===== src/hdl/sabf_pkg.sv =====
// Package: constants and types for the sideband fanout controller
package sabf_pkg;
    // ----------------------------------------
    // Timing
    // ----------------------------------------
    localparam int CLK_PERIOD_NS  = 40;
    localparam int WD_TIME_MS     = 20;
    localparam int WD_CYCLES      = (WD_TIME_MS * 1000000) / CLK_PERIOD_NS;
    localparam int GAP_TIME_NS    = 1000;
    localparam int GAP_CYCLES     = GAP_TIME_NS / CLK_PERIOD_NS;
    // ----------------------------------------
    // Register byte offsets
    // ----------------------------------------
    localparam logic [7:0] CTRL_OFS   = 8'h00;
    localparam logic [7:0] CMD_OFS    = 8'h04;
    localparam logic [7:0] STATUS_OFS = 8'h08;
    localparam logic [7:0] TXREQ_OFS  = 8'h0c;
    // ----------------------------------------
    // Field positions and reset values
    // ----------------------------------------
    localparam int CTRL_SWITCH_BIT   = 0;
    localparam int CTRL_SNOOP_BIT    = 1;
    localparam int CTRL_SNBRAKE_BIT  = 2;
    localparam logic [2:0] CTRL_RESET = 3'h0;
    localparam int ST_LIVE_POS = 8;
    localparam int ST_WD_BIT    = 16;
    localparam int ST_SNOOP_BIT = 17;
    localparam int ST_BRAKE_BIT = 18;
    localparam int ST_ABORT_BIT = 19;
    localparam int ST_RXERR_BIT = 20;
    localparam int ST_RESP_BIT  = 21;
    // ----------------------------------------
    // Commands and types
    // ----------------------------------------
    typedef enum logic [2:0] {
        CMD_NONE   = 3'h0,
        CMD_TARGET = 3'h1,
        CMD_SELECT = 3'h2,
        CMD_BRAKE  = 3'h3,
        CMD_OTHER  = 3'h4
    } sabf_cmd_code_t;
    typedef struct packed {
        sabf_cmd_code_t code;
        logic [7:0]     mask;
    } sabf_cmd_t;
    typedef enum logic [2:0] {
        TX_IDLE  = 3'b001,
        TX_CHECK = 3'b010,
        TX_HALT  = 3'b100
    } sabf_tx_state_t;
endpackage : sabf_pkg


===== src/hdl/sabf_fanout.sv =====
// Fanout controller with switch-mode brake broadcast, abort check and watchdog
module sabf_fanout #(
    parameter int NUM_SEG  = 8,
    parameter int WD_LIMIT = sabf_pkg::WD_CYCLES
) (
    // Clock and reset
    input  wire logic               clk_in,
    input  wire logic               rst_n_in,
    // AHB-Lite slave
    input  wire logic               hsel_in,
    input  wire logic [7:0]         haddr_in,
    input  wire logic [1:0]         htrans_in,
    input  wire logic               hwrite_in,
    input  wire logic [2:0]         hsize_in,
    input  wire logic [31:0]        hwdata_in,
    input  wire logic               hready_in,
    output logic      [31:0]        hrdata_out,
    output logic                    hreadyout_out,
    output logic                    hresp_out,
    // Upstream wire and frame status
    input  wire logic               up_wire_in,
    output logic                    up_wire_out,
    output logic                    up_wire_oe_out,
    input  wire logic               other_target_in,
    input  wire logic               rx_parity_err_in,
    input  wire logic               rx_frame_err_in,
    output logic                    frame_start_out,
    output logic                    target_cmd_out,
    output logic                    power_reduce_command_out,
    // Downstream segments
    input  wire logic [NUM_SEG-1:0] seg_wire_in,
    output logic      [NUM_SEG-1:0] seg_wire_out,
    output logic      [NUM_SEG-1:0] seg_wire_oe_out
);
    // ----------------------------------------
    // Elaboration checks
    // ----------------------------------------
    if (NUM_SEG < 2 || NUM_SEG > 8) begin : g_bad_seg
        $error("NUM_SEG must be 2 to 8");
    end
    if (WD_LIMIT < 1) begin : g_bad_wd
        $error("WD_LIMIT must be positive");
    end

    localparam logic [NUM_SEG-1:0] SEL_MUX_DEF = '0;
    localparam logic [NUM_SEG-1:0] SEL_SW_DEF  = NUM_SEG'(1);

    // ----------------------------------------
    // Bus slave
    // ----------------------------------------
    logic [2:0]           ctrl_reg;
    logic                 wr_pend_reg;
    logic [7:0]           wr_addr_reg;
    logic                 rd_status;
    logic                 wr_cmd;
    logic                 wr_tx;
    logic                 switch_m;
    logic                 snoop;
    logic [NUM_SEG-1:0]   sel_reg;
    logic [NUM_SEG-1:0]   wd_chan_reg;
    logic                 wd_reason_reg;
    logic                 brake_reg;
    logic                 bcast_all_reg;
    logic                 abort_seen_reg;
    logic                 rx_abort_reg;
    logic                 respond_reg;
    logic [31:0]          status;
    sabf_pkg::sabf_cmd_t  cmd;
    sabf_pkg::sabf_tx_state_t tx_state_reg;

    wire addr_phase = hsel_in && htrans_in[1] && hready_in;

    assign hreadyout_out = 1'b1;
    assign hresp_out     = 1'b0;
    assign switch_m      = ctrl_reg[sabf_pkg::CTRL_SWITCH_BIT];
    assign snoop = other_target_in || ctrl_reg[sabf_pkg::CTRL_SNOOP_BIT];
    assign rd_status = addr_phase && !hwrite_in && haddr_in == sabf_pkg::STATUS_OFS;
    assign wr_cmd    = wr_pend_reg && wr_addr_reg == sabf_pkg::CMD_OFS;
    assign wr_tx     = wr_pend_reg && wr_addr_reg == sabf_pkg::TXREQ_OFS && hwdata_in[0];
    assign cmd       = sabf_pkg::sabf_cmd_t'(hwdata_in[10:0]);

    always_ff @(posedge clk_in or negedge rst_n_in) begin
        if (!rst_n_in) begin
            wr_pend_reg <= 1'b0;
            wr_addr_reg <= 8'h00;
        end else begin
            wr_pend_reg <= addr_phase && hwrite_in;
            wr_addr_reg <= haddr_in;
        end
    end

    always_ff @(posedge clk_in or negedge rst_n_in) begin
        if (!rst_n_in) begin
            ctrl_reg <= sabf_pkg::CTRL_RESET;
        end else if (wr_pend_reg && wr_addr_reg == sabf_pkg::CTRL_OFS) begin
            ctrl_reg <= hwdata_in[2:0];
        end
    end

    // Status word: settings, watchdog reason, live levels
    always_comb begin
        status = 32'h0000_0000;
        status[NUM_SEG-1:0] = sel_reg;
        status[sabf_pkg::ST_LIVE_POS +: NUM_SEG] = seg_wire_in;
        status[sabf_pkg::ST_WD_BIT]    = wd_reason_reg;
        status[sabf_pkg::ST_SNOOP_BIT] = snoop;
        status[sabf_pkg::ST_BRAKE_BIT] = brake_reg;
        status[sabf_pkg::ST_ABORT_BIT] = abort_seen_reg;
        status[sabf_pkg::ST_RXERR_BIT] = rx_abort_reg;
        status[sabf_pkg::ST_RESP_BIT]  = respond_reg;
    end

    // Read data is captured in the address phase so the slave never waits
    always_ff @(posedge clk_in or negedge rst_n_in) begin
        if (!rst_n_in) begin
            hrdata_out <= 32'h0000_0000;
        end else if (addr_phase && !hwrite_in) begin
            case (haddr_in)
                sabf_pkg::CTRL_OFS:   hrdata_out <= {29'h0000_0000, ctrl_reg};
                sabf_pkg::STATUS_OFS: hrdata_out <= status;
                default:              hrdata_out <= 32'h0000_0000;
            endcase
        end
    end

    // ----------------------------------------
    // Command handling
    // ----------------------------------------
    wire cmd_target = wr_cmd && cmd.code == sabf_pkg::CMD_TARGET;
    wire cmd_select = wr_cmd && cmd.code == sabf_pkg::CMD_SELECT;
    // Snooping brake is optional, enabled by a control bit
    wire cmd_brake  = wr_cmd && cmd.code == sabf_pkg::CMD_BRAKE &&
                      (!snoop || ctrl_reg[sabf_pkg::CTRL_SNBRAKE_BIT]);
    wire [NUM_SEG-1:0] sel_def  = switch_m ? SEL_SW_DEF : SEL_MUX_DEF;
    wire [NUM_SEG-1:0] sel_new  = cmd.mask[NUM_SEG-1:0] | sel_def;
    logic [NUM_SEG-1:0] seg_prev_reg;
    logic [31:0]        wd_cnt_reg;
    wire wd_active  = |wd_chan_reg;
    wire wd_edge    = |((seg_wire_in ^ seg_prev_reg) & wd_chan_reg);
    wire wd_expire  = wd_active && !wd_edge && wd_cnt_reg == 32'(WD_LIMIT - 1);

    always_ff @(posedge clk_in or negedge rst_n_in) begin
        if (!rst_n_in) begin
            target_cmd_out <= 1'b0;
        end else begin
            target_cmd_out <= wr_cmd && cmd.code == sabf_pkg::CMD_OTHER && !snoop;
        end
    end

    // Channel selection; reset and target mode give the default set
    always_ff @(posedge clk_in or negedge rst_n_in) begin
        if (!rst_n_in) begin
            sel_reg <= SEL_MUX_DEF;
        end else if (cmd_target) begin
            sel_reg <= sel_def;
        end else if (cmd_select) begin
            sel_reg <= sel_new;
        end else if (wd_expire) begin
            sel_reg <= (sel_reg & ~wd_chan_reg) | sel_def;
        end else if (sel_reg == SEL_MUX_DEF && switch_m) begin
            sel_reg <= SEL_SW_DEF;
        end
    end

    // Brake level; no reply is ever produced so repeats are harmless
    always_ff @(posedge clk_in or negedge rst_n_in) begin
        if (!rst_n_in) begin
            brake_reg     <= 1'b0;
            bcast_all_reg <= 1'b0;
        end else if (cmd_brake) begin
            brake_reg     <= cmd.mask[0];
            bcast_all_reg <= switch_m && cmd.mask[0];
        end else if (cmd_target || cmd_select || !switch_m) begin
            bcast_all_reg <= 1'b0;
        end
    end
    assign power_reduce_command_out = brake_reg;

    // ----------------------------------------
    // Watchdog
    // ----------------------------------------
    always_ff @(posedge clk_in or negedge rst_n_in) begin
        if (!rst_n_in) begin
            seg_prev_reg <= '1;
            wd_chan_reg  <= '0;
            wd_cnt_reg   <= 32'h0000_0000;
        end else begin
            seg_prev_reg <= seg_wire_in;
            if (cmd_select && |(sel_new & ~sel_reg & ~sel_def)) begin
                wd_chan_reg <= sel_new & ~sel_reg & ~sel_def;
                wd_cnt_reg  <= 32'h0000_0000;
            end else if (cmd_target || wd_edge || wd_expire) begin
                wd_chan_reg <= '0;
                wd_cnt_reg  <= 32'h0000_0000;
            end else if (wd_active) begin
                wd_cnt_reg  <= wd_cnt_reg + 32'h0000_0001;
            end
        end
    end

    // Reason is sticky until a status read; a new timeout wins over the clear
    always_ff @(posedge clk_in or negedge rst_n_in) begin
        if (!rst_n_in) begin
            wd_reason_reg <= 1'b0;
            rx_abort_reg  <= 1'b0;
        end else begin
            if (wd_expire) begin
                wd_reason_reg <= 1'b1;
            end else if (rd_status) begin
                wd_reason_reg <= 1'b0;
            end
            if (rx_parity_err_in && rx_frame_err_in) begin
                rx_abort_reg <= 1'b1;
            end else if (rd_status) begin
                rx_abort_reg <= 1'b0;
            end
        end
    end

    // ----------------------------------------
    // Transmit abort check
    // ----------------------------------------
    always_ff @(posedge clk_in or negedge rst_n_in) begin
        if (!rst_n_in) begin
            tx_state_reg    <= sabf_pkg::TX_IDLE;
            frame_start_out <= 1'b0;
            abort_seen_reg  <= 1'b0;
            respond_reg     <= 1'b1;
        end else begin
            frame_start_out <= 1'b0;
            if (rd_status && !(tx_state_reg == sabf_pkg::TX_CHECK && !up_wire_in)) begin
                abort_seen_reg <= 1'b0;
            end
            case (tx_state_reg)
                sabf_pkg::TX_IDLE: begin
                    if (wr_tx && respond_reg) begin
                        tx_state_reg <= sabf_pkg::TX_CHECK;
                    end
                end
                sabf_pkg::TX_CHECK: begin
                    // Wire sampled just before start; low means initiator abort
                    if (!up_wire_in) begin
                        abort_seen_reg <= 1'b1;
                        respond_reg    <= 1'b0;
                        tx_state_reg   <= sabf_pkg::TX_HALT;
                    end else begin
                        frame_start_out <= 1'b1;
                        tx_state_reg    <= sabf_pkg::TX_IDLE;
                    end
                end
                sabf_pkg::TX_HALT: begin
                    if (cmd_target || cmd_select) begin
                        respond_reg  <= 1'b1;
                        tx_state_reg <= sabf_pkg::TX_IDLE;
                    end
                end
                default: tx_state_reg <= sabf_pkg::TX_IDLE;
            endcase
        end
    end

    // ----------------------------------------
    // Wire relay
    // ----------------------------------------
    // Low levels are relayed one way per cycle; a segment we drive is not
    // echoed back upstream, which avoids a latch-up loop.
    always_ff @(posedge clk_in or negedge rst_n_in) begin
        if (!rst_n_in) begin
            seg_wire_oe_out <= '0;
            up_wire_oe_out  <= 1'b0;
        end else begin
            seg_wire_oe_out <= (sel_reg | {NUM_SEG{bcast_all_reg}}) &
                               {NUM_SEG{!up_wire_in && !up_wire_oe_out}};
            up_wire_oe_out  <= |(sel_reg & ~seg_wire_in & ~seg_wire_oe_out);
        end
    end
    assign seg_wire_out = '0;
    assign up_wire_out  = 1'b0;

    // ----------------------------------------
    // Assertions
    // ----------------------------------------
    property p_abort_halts;
        @(posedge clk_in) disable iff (!rst_n_in)
        tx_state_reg == sabf_pkg::TX_CHECK && !up_wire_in |=> !frame_start_out && !respond_reg;
    endproperty
    a_abort_halts: assert property (p_abort_halts) else $error("start after abort");
    property p_start_fast;
        @(posedge clk_in) disable iff (!rst_n_in)
        wr_tx && respond_reg && tx_state_reg == sabf_pkg::TX_IDLE && up_wire_in ##1 up_wire_in
        |-> ##[1:24] frame_start_out;
    endproperty
    a_start_fast: assert property (p_start_fast) else $error("frame start too late");
    property p_switch_default;
        @(posedge clk_in) disable iff (!rst_n_in)
        switch_m && $past(switch_m) && $past(cmd_target) |-> sel_reg == SEL_SW_DEF;
    endproperty
    a_switch_default: assert property (p_switch_default) else $error("switch default");
    property p_mux_default;
        @(posedge clk_in) disable iff (!rst_n_in)
        !switch_m && $past(!switch_m) && $past(cmd_target) |-> sel_reg == SEL_MUX_DEF;
    endproperty
    a_mux_default: assert property (p_mux_default) else $error("bad mux default");
    property p_mux_no_bcast;
        @(posedge clk_in) disable iff (!rst_n_in)
        !switch_m ##1 !switch_m |-> !bcast_all_reg;
    endproperty
    a_mux_no_bcast: assert property (p_mux_no_bcast) else $error("mux broadcast");
    property p_snoop_ignore;
        @(posedge clk_in) disable iff (!rst_n_in)
        wr_cmd && snoop |=> !target_cmd_out;
    endproperty
    a_snoop_ignore: assert property (p_snoop_ignore) else $error("snoop acted on cmd");
    property p_wd_reopen;
        @(posedge clk_in) disable iff (!rst_n_in)
        wd_expire && !cmd_select && !cmd_target |=>
            (sel_reg & $past(wd_chan_reg)) == '0 && wd_reason_reg;
    endproperty
    a_wd_reopen: assert property (p_wd_reopen) else $error("watchdog did not reopen");
    property p_reason_sticky;
        @(posedge clk_in) disable iff (!rst_n_in)
        wd_reason_reg && !rd_status |=> wd_reason_reg;
    endproperty
    a_reason_sticky: assert property (p_reason_sticky) else $error("reason lost");
    property p_rx_abort;
        @(posedge clk_in) disable iff (!rst_n_in)
        rx_parity_err_in && rx_frame_err_in |=> rx_abort_reg;
    endproperty
    a_rx_abort: assert property (p_rx_abort) else $error("abort frame not flagged");
    c_abort: cover property (@(posedge clk_in) disable iff (!rst_n_in) abort_seen_reg);
    c_wd: cover property (@(posedge clk_in) disable iff (!rst_n_in) wd_expire);
    c_bcast: cover property (@(posedge clk_in) disable iff (!rst_n_in) bcast_all_reg);
endmodule : sabf_fanout


===== config.mk =====
export PLATFORM = sky130hd
export DESIGN_NAME = sabf_fanout
export DESIGN_NICKNAME = d
export VERILOG_FILES = /design/src/hdl/sabf_pkg.sv /design/src/hdl/sabf_fanout.sv
export SDC_FILE = /design/constraint.sdc
export NUM_CORES = 1
export LEC_CHECK = 0
export BUFFER_PORTS_ARGS = -buffer_cell sky130_fd_sc_hd__buf_2
export CAP_MARGIN = 0
export CORE_MARGIN = 5
export CORE_UTILIZATION = 49
export CTS_CLUSTER_DIAMETER = 200
export DETAILED_ROUTE_END_ITERATION = 7
export PLACE_DENSITY = 0.84
export SLEW_MARGIN = 40
export SYNTH_ARGS = -nofsm -noshare
export SYNTH_HDL_FRONTEND = slang
export SYNTH_SLANG_ARGS = --single-unit

===== constraint.sdc =====
create_clock -name clk_in -period 2.63 [get_ports clk_in]
set_clock_uncertainty 0.1 [all_clocks]
set_input_delay 0 -clock clk_in [delete_from_list [all_inputs] [get_ports clk_in]]
set_output_delay 0 -clock clk_in [all_outputs]
set_load 0.1 [all_outputs]

Word-level counts from Yosys, hierarchy flattened. Index checks and enable logic that the tools add are counted.

Bits in writable memories: 0. Flip-flop bits (word level): 120. Memories: 0. Bits of input ports: 62. Bits in read-only memories: 0. Bits in latches: 0.

Shift operators: 0. Bitwise gates (word level): 16. $mul: 0. Mux-type cells: 28. Eq/ne operators: 14. Reductions and logical operators: 54. Divide/modulo/power cells: 0. Magnitude comparators: 0. Add/sub/neg operators: 1.

Operator list (count): $mux 32 (3); $and 8x8->8 (7); $mux 8 (6); $pmux 22 s2 (1); $add 32x1->32 const B (1); $eq 32x19->1 const B (1); $not 8->8 (4); $reduce_or 8->1 (4); $logic_and 1x1->1 (25); $logic_not 8->1 (3); $eq 8x4->1 const B (2); $or 8x1->8 (2); $mux 1 (13); $reduce_bool 2->1 (5); $eq 3x2->1 const B (3); $mux 3 (3); $pmux 3 s3 (1); $eq 8x3->1 const B (1); $not 1->8 (1); $or 8x8->8 (1); $xor 8x8->8 (1); $logic_not 1->1 (7); $eq 3x1->1 const B (2); $eq 3x3->1 const B (2); other kinds (7) (14).

Depth between registers and ports, before layout. Gate-level depths: netlist of run 1.

Depth after elaboration: 9. Gate-level depth with buffers: 8.

Least setup slack after synthesis of run 1. Ideal clock, no wire load.

Path type: reg2reg. Start point: reg wr_addr_reg[4]. End point: reg wd_chan_reg[3]. Slack: -48 ps. Cell stages (with the launch flop): 9. Data arrival time: 2446 ps. Buffers on the path: 3. Required time: 2398 ps. Library setup time: 132 ps. Path through: dfrtp_1 or4b_4 or4_1 clkbuf_2 or3_1 buf_2 o211ai_4 buf_6 o22ai_1.

Cells in the longest elaborated chain, start to end: 6.

RTL lines: start, declared (line sabf_fanout.sv:53) `logic [7:0] wr_addr_reg;`; start signal, assigned (line sabf_fanout.sv:88) `wr_addr_reg <= haddr_in;`; $eq 8x3->1 (*) (line sabf_fanout.sv:78) `assign wr_cmd = wr_pend_reg && wr_addr_reg == sabf_pkg::CMD_OFS;`; $logic_and 1x1->1 (*) (line sabf_fanout.sv:78); $logic_and 1x1->1 (line sabf_fanout.sv:129) `wire cmd_target = wr_cmd && cmd.code == sabf_pkg::CMD_TARGET;`; $logic_or 1x1->1 (2 in series) (line sabf_fanout.sv:192) `end else if (cmd_target || wd_edge || wd_expire) begin`; $reduce_bool 2->1 (no source line); end signal, assigned (line sabf_fanout.sv:190) `wd_chan_reg <= sel_new & ~sel_reg & ~sel_def;`; end, declared (line sabf_fanout.sv:60) `logic [NUM_SEG-1:0] wd_chan_reg;`.

Every way passes the cells marked *; elsewhere a longest branch is shown, timed or not. A chain may end at the register's enable or synchronous reset.

Worst setup path in the final report of run 1.
Start point: reg wr_addr_reg[4]. End point: reg wd_cnt_reg[17].

Cells in the longest elaborated chain, start to end: 7.

RTL lines: $eq 8x3->1 (*) (line sabf_fanout.sv:78); $logic_and 1x1->1 (*) (line sabf_fanout.sv:78); $logic_and 1x1->1 (line sabf_fanout.sv:129); $logic_or 1x1->1 (2 in series) (line sabf_fanout.sv:192); $mux 32 (line sabf_fanout.sv:192); $mux 32 (line sabf_fanout.sv:189) `if (cmd_select && |(sel_new & ~sel_reg & ~sel_def)) begin`; end signal, assigned (line sabf_fanout.sv:196) `wd_cnt_reg <= wd_cnt_reg + 32'h0000_0001;`; end, declared (line sabf_fanout.sv:137) `logic [31:0] wd_cnt_reg;`.

Marked as above.

==> impl_metrics.env, run 1 <==
export IMPL_yosysMostFrequentCell="dfrtp_1"
export IMPL_finalSetupViolations=40
export IMPL_dp_slack_ps=-33.74
export IMPL_ir_drop_mv=0.2768
export IMPL_seq_area_frac_synth_pct=53.10
export IMPL_end_kind="register"
export IMPL_critPathLaunchType="register"
export IMPL_avgRoutedWirePerCell_um=18.09
export IMPL_crit_type="reg2reg"
export IMPL_synth_area_leaders="dfrtp_1, dfstp_2, xnor2_1"
export IMPL_avgSynthCellArea_um2=10.35
export IMPL_slew_headroom_pct=51.13
export IMPL_grt_pass1_wl_mm=22.23
export IMPL_grt_ovfl_total=0
export IMPL_grt_pass1_vias=4370
export IMPL_drt_iter0_drc=421
export IMPL_arrival_ps=2830
export IMPL_status="finished with violations"
export IMPL_start_util_pct=50.44
export IMPL_core_um2=10320
export IMPL_ys_async_sr_fraction_pct=100.0
export IMPL_p_total_mw=3.307
export IMPL_fmax_mhz=373.6
export IMPL_cts_tree="built"
export IMPL_worstSkewPairLatency_ps=380
export IMPL_synthFlopType="dfrtp_1"
export IMPL_antenna_found_initial=1
export IMPL_tightest_slew_ps=714.6
export IMPL_dr_pass1_iters=5
export IMPL_yosys_area_top_type_share_pct=48.05
export IMPL_via_count=4448
export IMPL_setup_ws_ps=-46.52
export IMPL_die_x_um=113.1
export IMPL_cts_root_buf="clkbuf_8"
export IMPL_rsz0062_at_grt="yes"
export IMPL_slew_viol_final=0
export IMPL_ys_warn_count=0
export IMPL_violations="negative setup slack"
export IMPL_synth_edf_count=0
export IMPL_hold_path_class="in2async"
export IMPL_htree_num_levels=3
export IMPL_synth_area_um2=5207
export IMPL_path_clk_slew_ps=120
export IMPL_clk_path_buf_depth=2
export IMPL_slowest_stage="or4b_4"
export IMPL_grt_usage_pct=21.22
export IMPL_utilization_pct=60.83
export IMPL_drcViolationCount=0
export IMPL_cts_buffers_inserted=9
export IMPL_viasPerCell=5.907
export IMPL_hold_viol_final=0
export IMPL_maxCapViolations=0
export IMPL_critPathMaxStageDelay_ps=550
export IMPL_worstPathCellList="or4b_4 -> or4_4 -> or3_4 -> o211ai_4 -> buf_12 -> clkbuf_16 -> nor3_1"
export IMPL_rows=37
export IMPL_synth_distinct_cells=55
export IMPL_dp_hpwl_mm=8.975
export IMPL_drive_gt1_share_pct=19.77
export IMPL_dieArea_um2=12790
export IMPL_io_buffers=70
export IMPL_clock_sinks=110
export IMPL_power_density_nw_per_um2=526.5
export IMPL_leakagePower_nw=2.866
export IMPL_min_period_ps=2677
export IMPL_largest_reg_flops=32
export IMPL_yosys_area_top_type="dfrtp_1"
export IMPL_nNetsFinal=675
export IMPL_min_period_over_period_pct=101.8
export IMPL_diodes=0
export IMPL_io_pins=117
export IMPL_synth_seq_cells=110
export IMPL_crit_required_ps=2780
export IMPL_grt_max_degree=77
export IMPL_finalSetupTns_ps=-848.6
export IMPL_wirelength_mm=13.62
export IMPL_place_congestion=0.8823
export IMPL_synthTopCellsByCount="dfrtp_1, nor2_1, nand2_1"
export IMPL_area_growth_pct=20.59
export IMPL_die_h_um=113.1
export IMPL_crit_path_max_fanout=10
export IMPL_netlist_instances=503
export IMPL_drt_antenna_violating_nets=0
## worst max-delay path, delay by kind of cell (launching register included)
kind / cells / cell delay (ps)
compound gates: 1 / 220
buf+inv: 2 / 300
flops: 1 / 400
simple gates: 4 / 1530
## metal layers
metal	GRT usage (%)	wire, um
met3	3.369	1045
met4	7.131	335
met5	0	0
met2	34.12	6647
met1	29.48	5596
## timing repair
item,in CTS,in global routing
gates cloned,0,3
pin swaps,0,1
endpoints found under the hold margin,137,0
endpoints found under the setup margin,19,40
gates resized for setup,1,5
buffers inserted,0,1
hold buffers,35,0
## worst paths after layout
kind                            startpoint        endpoint  slack [ps]  cells after the start
min                               rst_n_in  wr_addr_reg[1]         110                      2
max in group asynchronous         rst_n_in  wd_cnt_reg[17]        1560                      3
max                         wr_addr_reg[4]  wd_cnt_reg[17]         -50                      7
min reg2reg                tx_state_reg[1]     respond_reg         370                      1
min in group clk_in           htrans_in[1]   hrdata_out[0]         130                      5
max reg2reg                 wr_addr_reg[4]  wd_cnt_reg[17]         -50                      7
## layout by cell type (no fill, tap or decap), drive strengths merged, types with 4 or more instances in the layout
| master | instances |
|---|---|
| dfrtp | 100 |
| buf | 82 |
| nor2 | 45 |
| dlygate4sd3 | 35 |
| nand2 | 34 |
| inv | 28 |
| nor4 | 25 |
| conb | 21 |
| xnor2 | 20 |
| nand3 | 19 |
| a22o | 19 |
| nor3 | 17 |
| nand4 | 15 |
| xor2 | 15 |
| clkbuf | 12 |
| o21ai | 11 |
| o21a | 10 |
| dfstp | 10 |
| o22ai | 9 |
| nand2b | 7 |
| a21oi | 7 |
| and4 | 6 |
| or3 | 6 |
| nor4b | 5 |
| and3 | 5 |
| nor3b | 4 |
| a22oi | 4 |
| a211o | 4 |
| and2 | 4 |
| o31ai | 4 |
## power by group
| group | internal, mW | switching (mW) | total (mW) |
|---|---|---|---|
| sequential | 1.74 | 0.0422 | 1.78 |
| combinational | 0.159 | 0.359 | 0.518 |
| clock | 0.373 | 0.635 | 1.01 |
| total | 2.27 | 1.04 | 3.31 |
## layout make-up
type	count	area (um2)
Clock buffer	10	127.6
Clock inverter	6	62.56
Fill cell	810	4044
Inverter	24	90.09
Multi-Input combinational cell	348	2188
Sequential cell	110	2765
Tap cell	136	170.2
Timing Repair Buffer	119	875.8
## per-stage QoR
stage / area (um2) / instances / hold WS [ps]
after floorplan: 5285 / 522 / -395.6
after global placement: 5628 / 698 / 21.44
after detailed placement: 5632 / 698 / -39.95
after CTS: 6177 / 749 / 29.87
after global routing: 6280 / 753 / 173.0
final: 6280 / 753 / 106.1
## kinds of logic (layout without fill, tap and decap cells)
family,Yosys count,in the layout,synth area share (%)
multiplexers,5,5,1.009
AND/OR/NAND/NOR,198,198,20.13
AO/OA/AOI/OAI,88,88,12.73
adder cells (fa/ha/maj),1,1,0.2402
flip-flops,110,110,53.10
XOR/XNOR,35,35,5.887
other,2,21,0.1442
buffers and inverters,64,159,6.751
Note: power is estimated with default switching activity, not from simulation.
==> inputs of run 2 (changes only) <==
- ABC_AREA: default -> 1
- CORE_ASPECT_RATIO: default -> 0.5
- CORE_UTILIZATION: 49 -> 50
- RECOVER_POWER: default -> 50
==> run 2 against run 1 <==
Net effect: the flow finishes with violations (design-rule violations); final cell count up 37%; clock power up 39%; worst hold slack worse by 87 ps; combinational power decreased by 3%; first-iteration DRC count up 51%; largest power group unchanged; highest routed layer unchanged.
==> impl_metrics.env, run 2 <==
export IMPL_finalSetupTns_ps=0
export IMPL_netlist_instances=759
export IMPL_drt_antenna_violating_nets=0
export IMPL_min_period_over_period_pct=82.33
export IMPL_clock_sinks=110
export IMPL_synthSimpleGateAreaFrac_pct=32.29
export IMPL_crit_type="reg2reg"
export IMPL_yosysMostFrequentCell="nand2_1"
export IMPL_wirelength_mm=15.07
export IMPL_placed_area_um2=6355
export IMPL_synth_adder_area_share_pct=0.2117
export IMPL_grt_met1_usage_pct=28.99
export IMPL_ir_drop_mv=0.2990
export IMPL_synth_xor_area_share_pct=2.223
export IMPL_power_density_nw_per_um2=529.9
export IMPL_ctsResizeCount=0
export IMPL_clk_path_buf_depth=2
export IMPL_synth_distinct_cells=43
export IMPL_hold_path_class="in2reg"
export IMPL_seq_area_frac_synth_pct=46.79
export IMPL_synthTopCellsByCount="nand2_1, nor2_1, dfrtp_1"
export IMPL_stdcell_count=1034
export IMPL_cts_root_buf="clkbuf_16"
export IMPL_path_clk_slew_ps=80
export IMPL_fill_cells=1020
export IMPL_cts_buffers_inserted=9
export IMPL_core_um2=11700
export IMPL_final_common_cell="nand2_1"
export IMPL_met3_usage_pct=4.066
export IMPL_viasPerCell=5.351
export IMPL_grt_max_degree=55
export IMPL_final_area_um2=6958
export IMPL_synthMuxAreaShare_pct=0.1906
export IMPL_rsz0062_at_grt="no"
export IMPL_multi_input_area_um2=2615
export IMPL_synth_top_family_by_area="simple AND/OR/NAND/NOR gates"
export IMPL_dp_hpwl_mm=10.52
export IMPL_drt_iter0_drc=635
export IMPL_grt_pass1_vias=5328
export IMPL_grt_pass1_wl_mm=25.11
export IMPL_drive_gt1_share_pct=13.46
export IMPL_crit_path_max_fanout=4
export IMPL_fmax_mhz=461.8
export IMPL_yosys_area_top_type_share_pct=42.35
export IMPL_place_congestion=0.9175
export IMPL_grt_use_met2_pct=36.58
export IMPL_min_period_ps=2165
export IMPL_avgRoutedWirePerCell_um=14.58
export IMPL_critPathLaunchType="register"
export IMPL_final_cell_mix="nand2_1, nor2_1, dfrtp_1, inv_1, nand3_1"
export IMPL_ys_async_sr_fraction_pct=100.0
export IMPL_ys_warn_count=0
export IMPL_worstSkewPairLatency_ps=350
export IMPL_leakagePower_nw=3.393
export IMPL_synth_edf_count=0
export IMPL_worstPathCellList="nor2_2 -> nand2_1 -> nor2_4 -> nand2_1 -> nor2_1 -> nand2_1 -> dlygate4sd3_1 -> a21oi_1"
export IMPL_dr_pass1_iters=8
export IMPL_slew_headroom_pct=4.982
export IMPL_slew_viol_final=0
export IMPL_largest_reg_flops=32
export IMPL_dieArea_um2=14230
export IMPL_die_x_um=163.7
export IMPL_arrival_ps=2350
export IMPL_grt_usage_pct=21.77
export IMPL_antenna_found_initial=0
export IMPL_hold_viol_final=0
export IMPL_regArea_um2=2765
export IMPL_nNetsFinal=928
export IMPL_critPathMostFrequentCell="nand2_1"
export IMPL_start_util_pct=50.50
export IMPL_grt_ovfl_total=0
export IMPL_synth_seq_cells=110
export IMPL_tightest_slew_ps=1425
export IMPL_slowest_stage="dlygate4sd3_1"
export IMPL_finalSetupViolations=0
export IMPL_critPathMaxStageDelay_ps=570
export IMPL_htree_num_levels=3
export IMPL_busiest_layer="met2"
export IMPL_crit_required_ps=2810
export IMPL_end_kind="register"
export IMPL_violations="design-rule violations"
export IMPL_io_pins=117
export IMPL_dp_cells=985
export IMPL_yosys_area_top_type="dfrtp_1"
export IMPL_maxCapViolations=0
export IMPL_io_buffers=70
export IMPL_synth_area_leaders="dfrtp_1, nand2_1, nor2_1"
export IMPL_via_count=5533
export IMPL_status="finished with violations"
export IMPL_synthFlopType="dfrtp_1"
export IMPL_synth_compound_area_share_pct=8.003
export IMPL_diodes=0
export IMPL_avgSynthCellArea_um2=7.786
export IMPL_area_growth_pct=17.74
export IMPL_die_h_um=86.88
export IMPL_rows=28
export IMPL_drcViolationCount=2
export IMPL_synth_area_um2=5909
export IMPL_cts_tree="built"
==> run 2: cell types whose count changed in the layout (fill, tap and decap cells not counted), sizes merged, moves of 10 or more <==
cell / delta
buf: -37
nand2: +136
xnor2: -16
inv: +68
a22o: -19
nand3: +46
o21ai: +41
nor4: -22
o21a: -10
nor2: +82
clkbuf: +27
a21oi: +10
==> run 2: worst max-delay path, delay by kind of cell, from the launching register on <==
family	cells	cell delay, ps
buf+inv	1	570
flops	1	390
compound gates	1	140
simple gates	6	900
==> run 2: final timing paths <==
check / startpoint / to / slack [ps] / depth (start not counted)
worst max-delay path: wr_addr_reg[1] / bcast_all_reg / 460 / 8
worst min-delay path: hwdata_in[8] / power_reduce_command_out / 20 / 4
worst max register to register: wr_addr_reg[1] / bcast_all_reg / 460 / 8
worst min register to register: hrdata_out[9] / hrdata_out[9] / 410 / 2
max in group asynchronous: rst_n_in / respond_reg / 980 / 3
min in group asynchronous: rst_n_in / wd_cnt_reg[29] / 430 / 2
==> run 2: cells by family (layout without fill, tap and decap cells) <==
family          after synthesis  count (layout)
compound gates               82              82
xor+xnor                     15              15
fa+ha+maj                     1               1
buf+inv                     129             220
flops                       110             110
mux                           1               1
other cells                   2              21
simple gates                419             419
==> run 2: timing repair <==
item / in CTS / in global routing
hold buffers: 34 / 0
setup buffers: 0 / 0
endpoints found under the setup margin: 0 / 0
hold endpoints to repair: 112 / 0
==> run 2: final cells by class <==
class                      count  share of cell area, %
sequential                   110                  39.74
multi-input combinational    539                  37.58
timing repair buffer         109                  10.12
inverter                      96                  5.251
clock buffer                   9                  3.237
tap                          165                  2.967
clock inverter                 6                  1.097
==> run 2: per-layer routing <==
layer / up-vias / wire [um]
met5: - / 0
met1: 2615 / 6238
met4: 0 / 350
li1: 2607 / -
met2: 269 / 7166
met3: 42 / 1316
==> run 2: through the flow <==
step	total power [mW]	hold slack, ps	setup WS (ps)	utilization, %
floorplan	2.179	-395.6	894.2	-
global placement	2.276	-0.3808	583.8	54.31
detailed placement	2.288	8.867	525.8	54.31
CTS	3.702	11.76	498.7	59.79
global route	3.827	78.52	251.6	59.46
finish	3.687	19.20	464.7	59.46
==> run 2: report_power, final <==
part,switching (mW),leakage (nW),internal [mW]
combinational,0.396,1.82,0.105
sequential,0.0347,1.43,1.76
clock,0.643,0.149,0.753
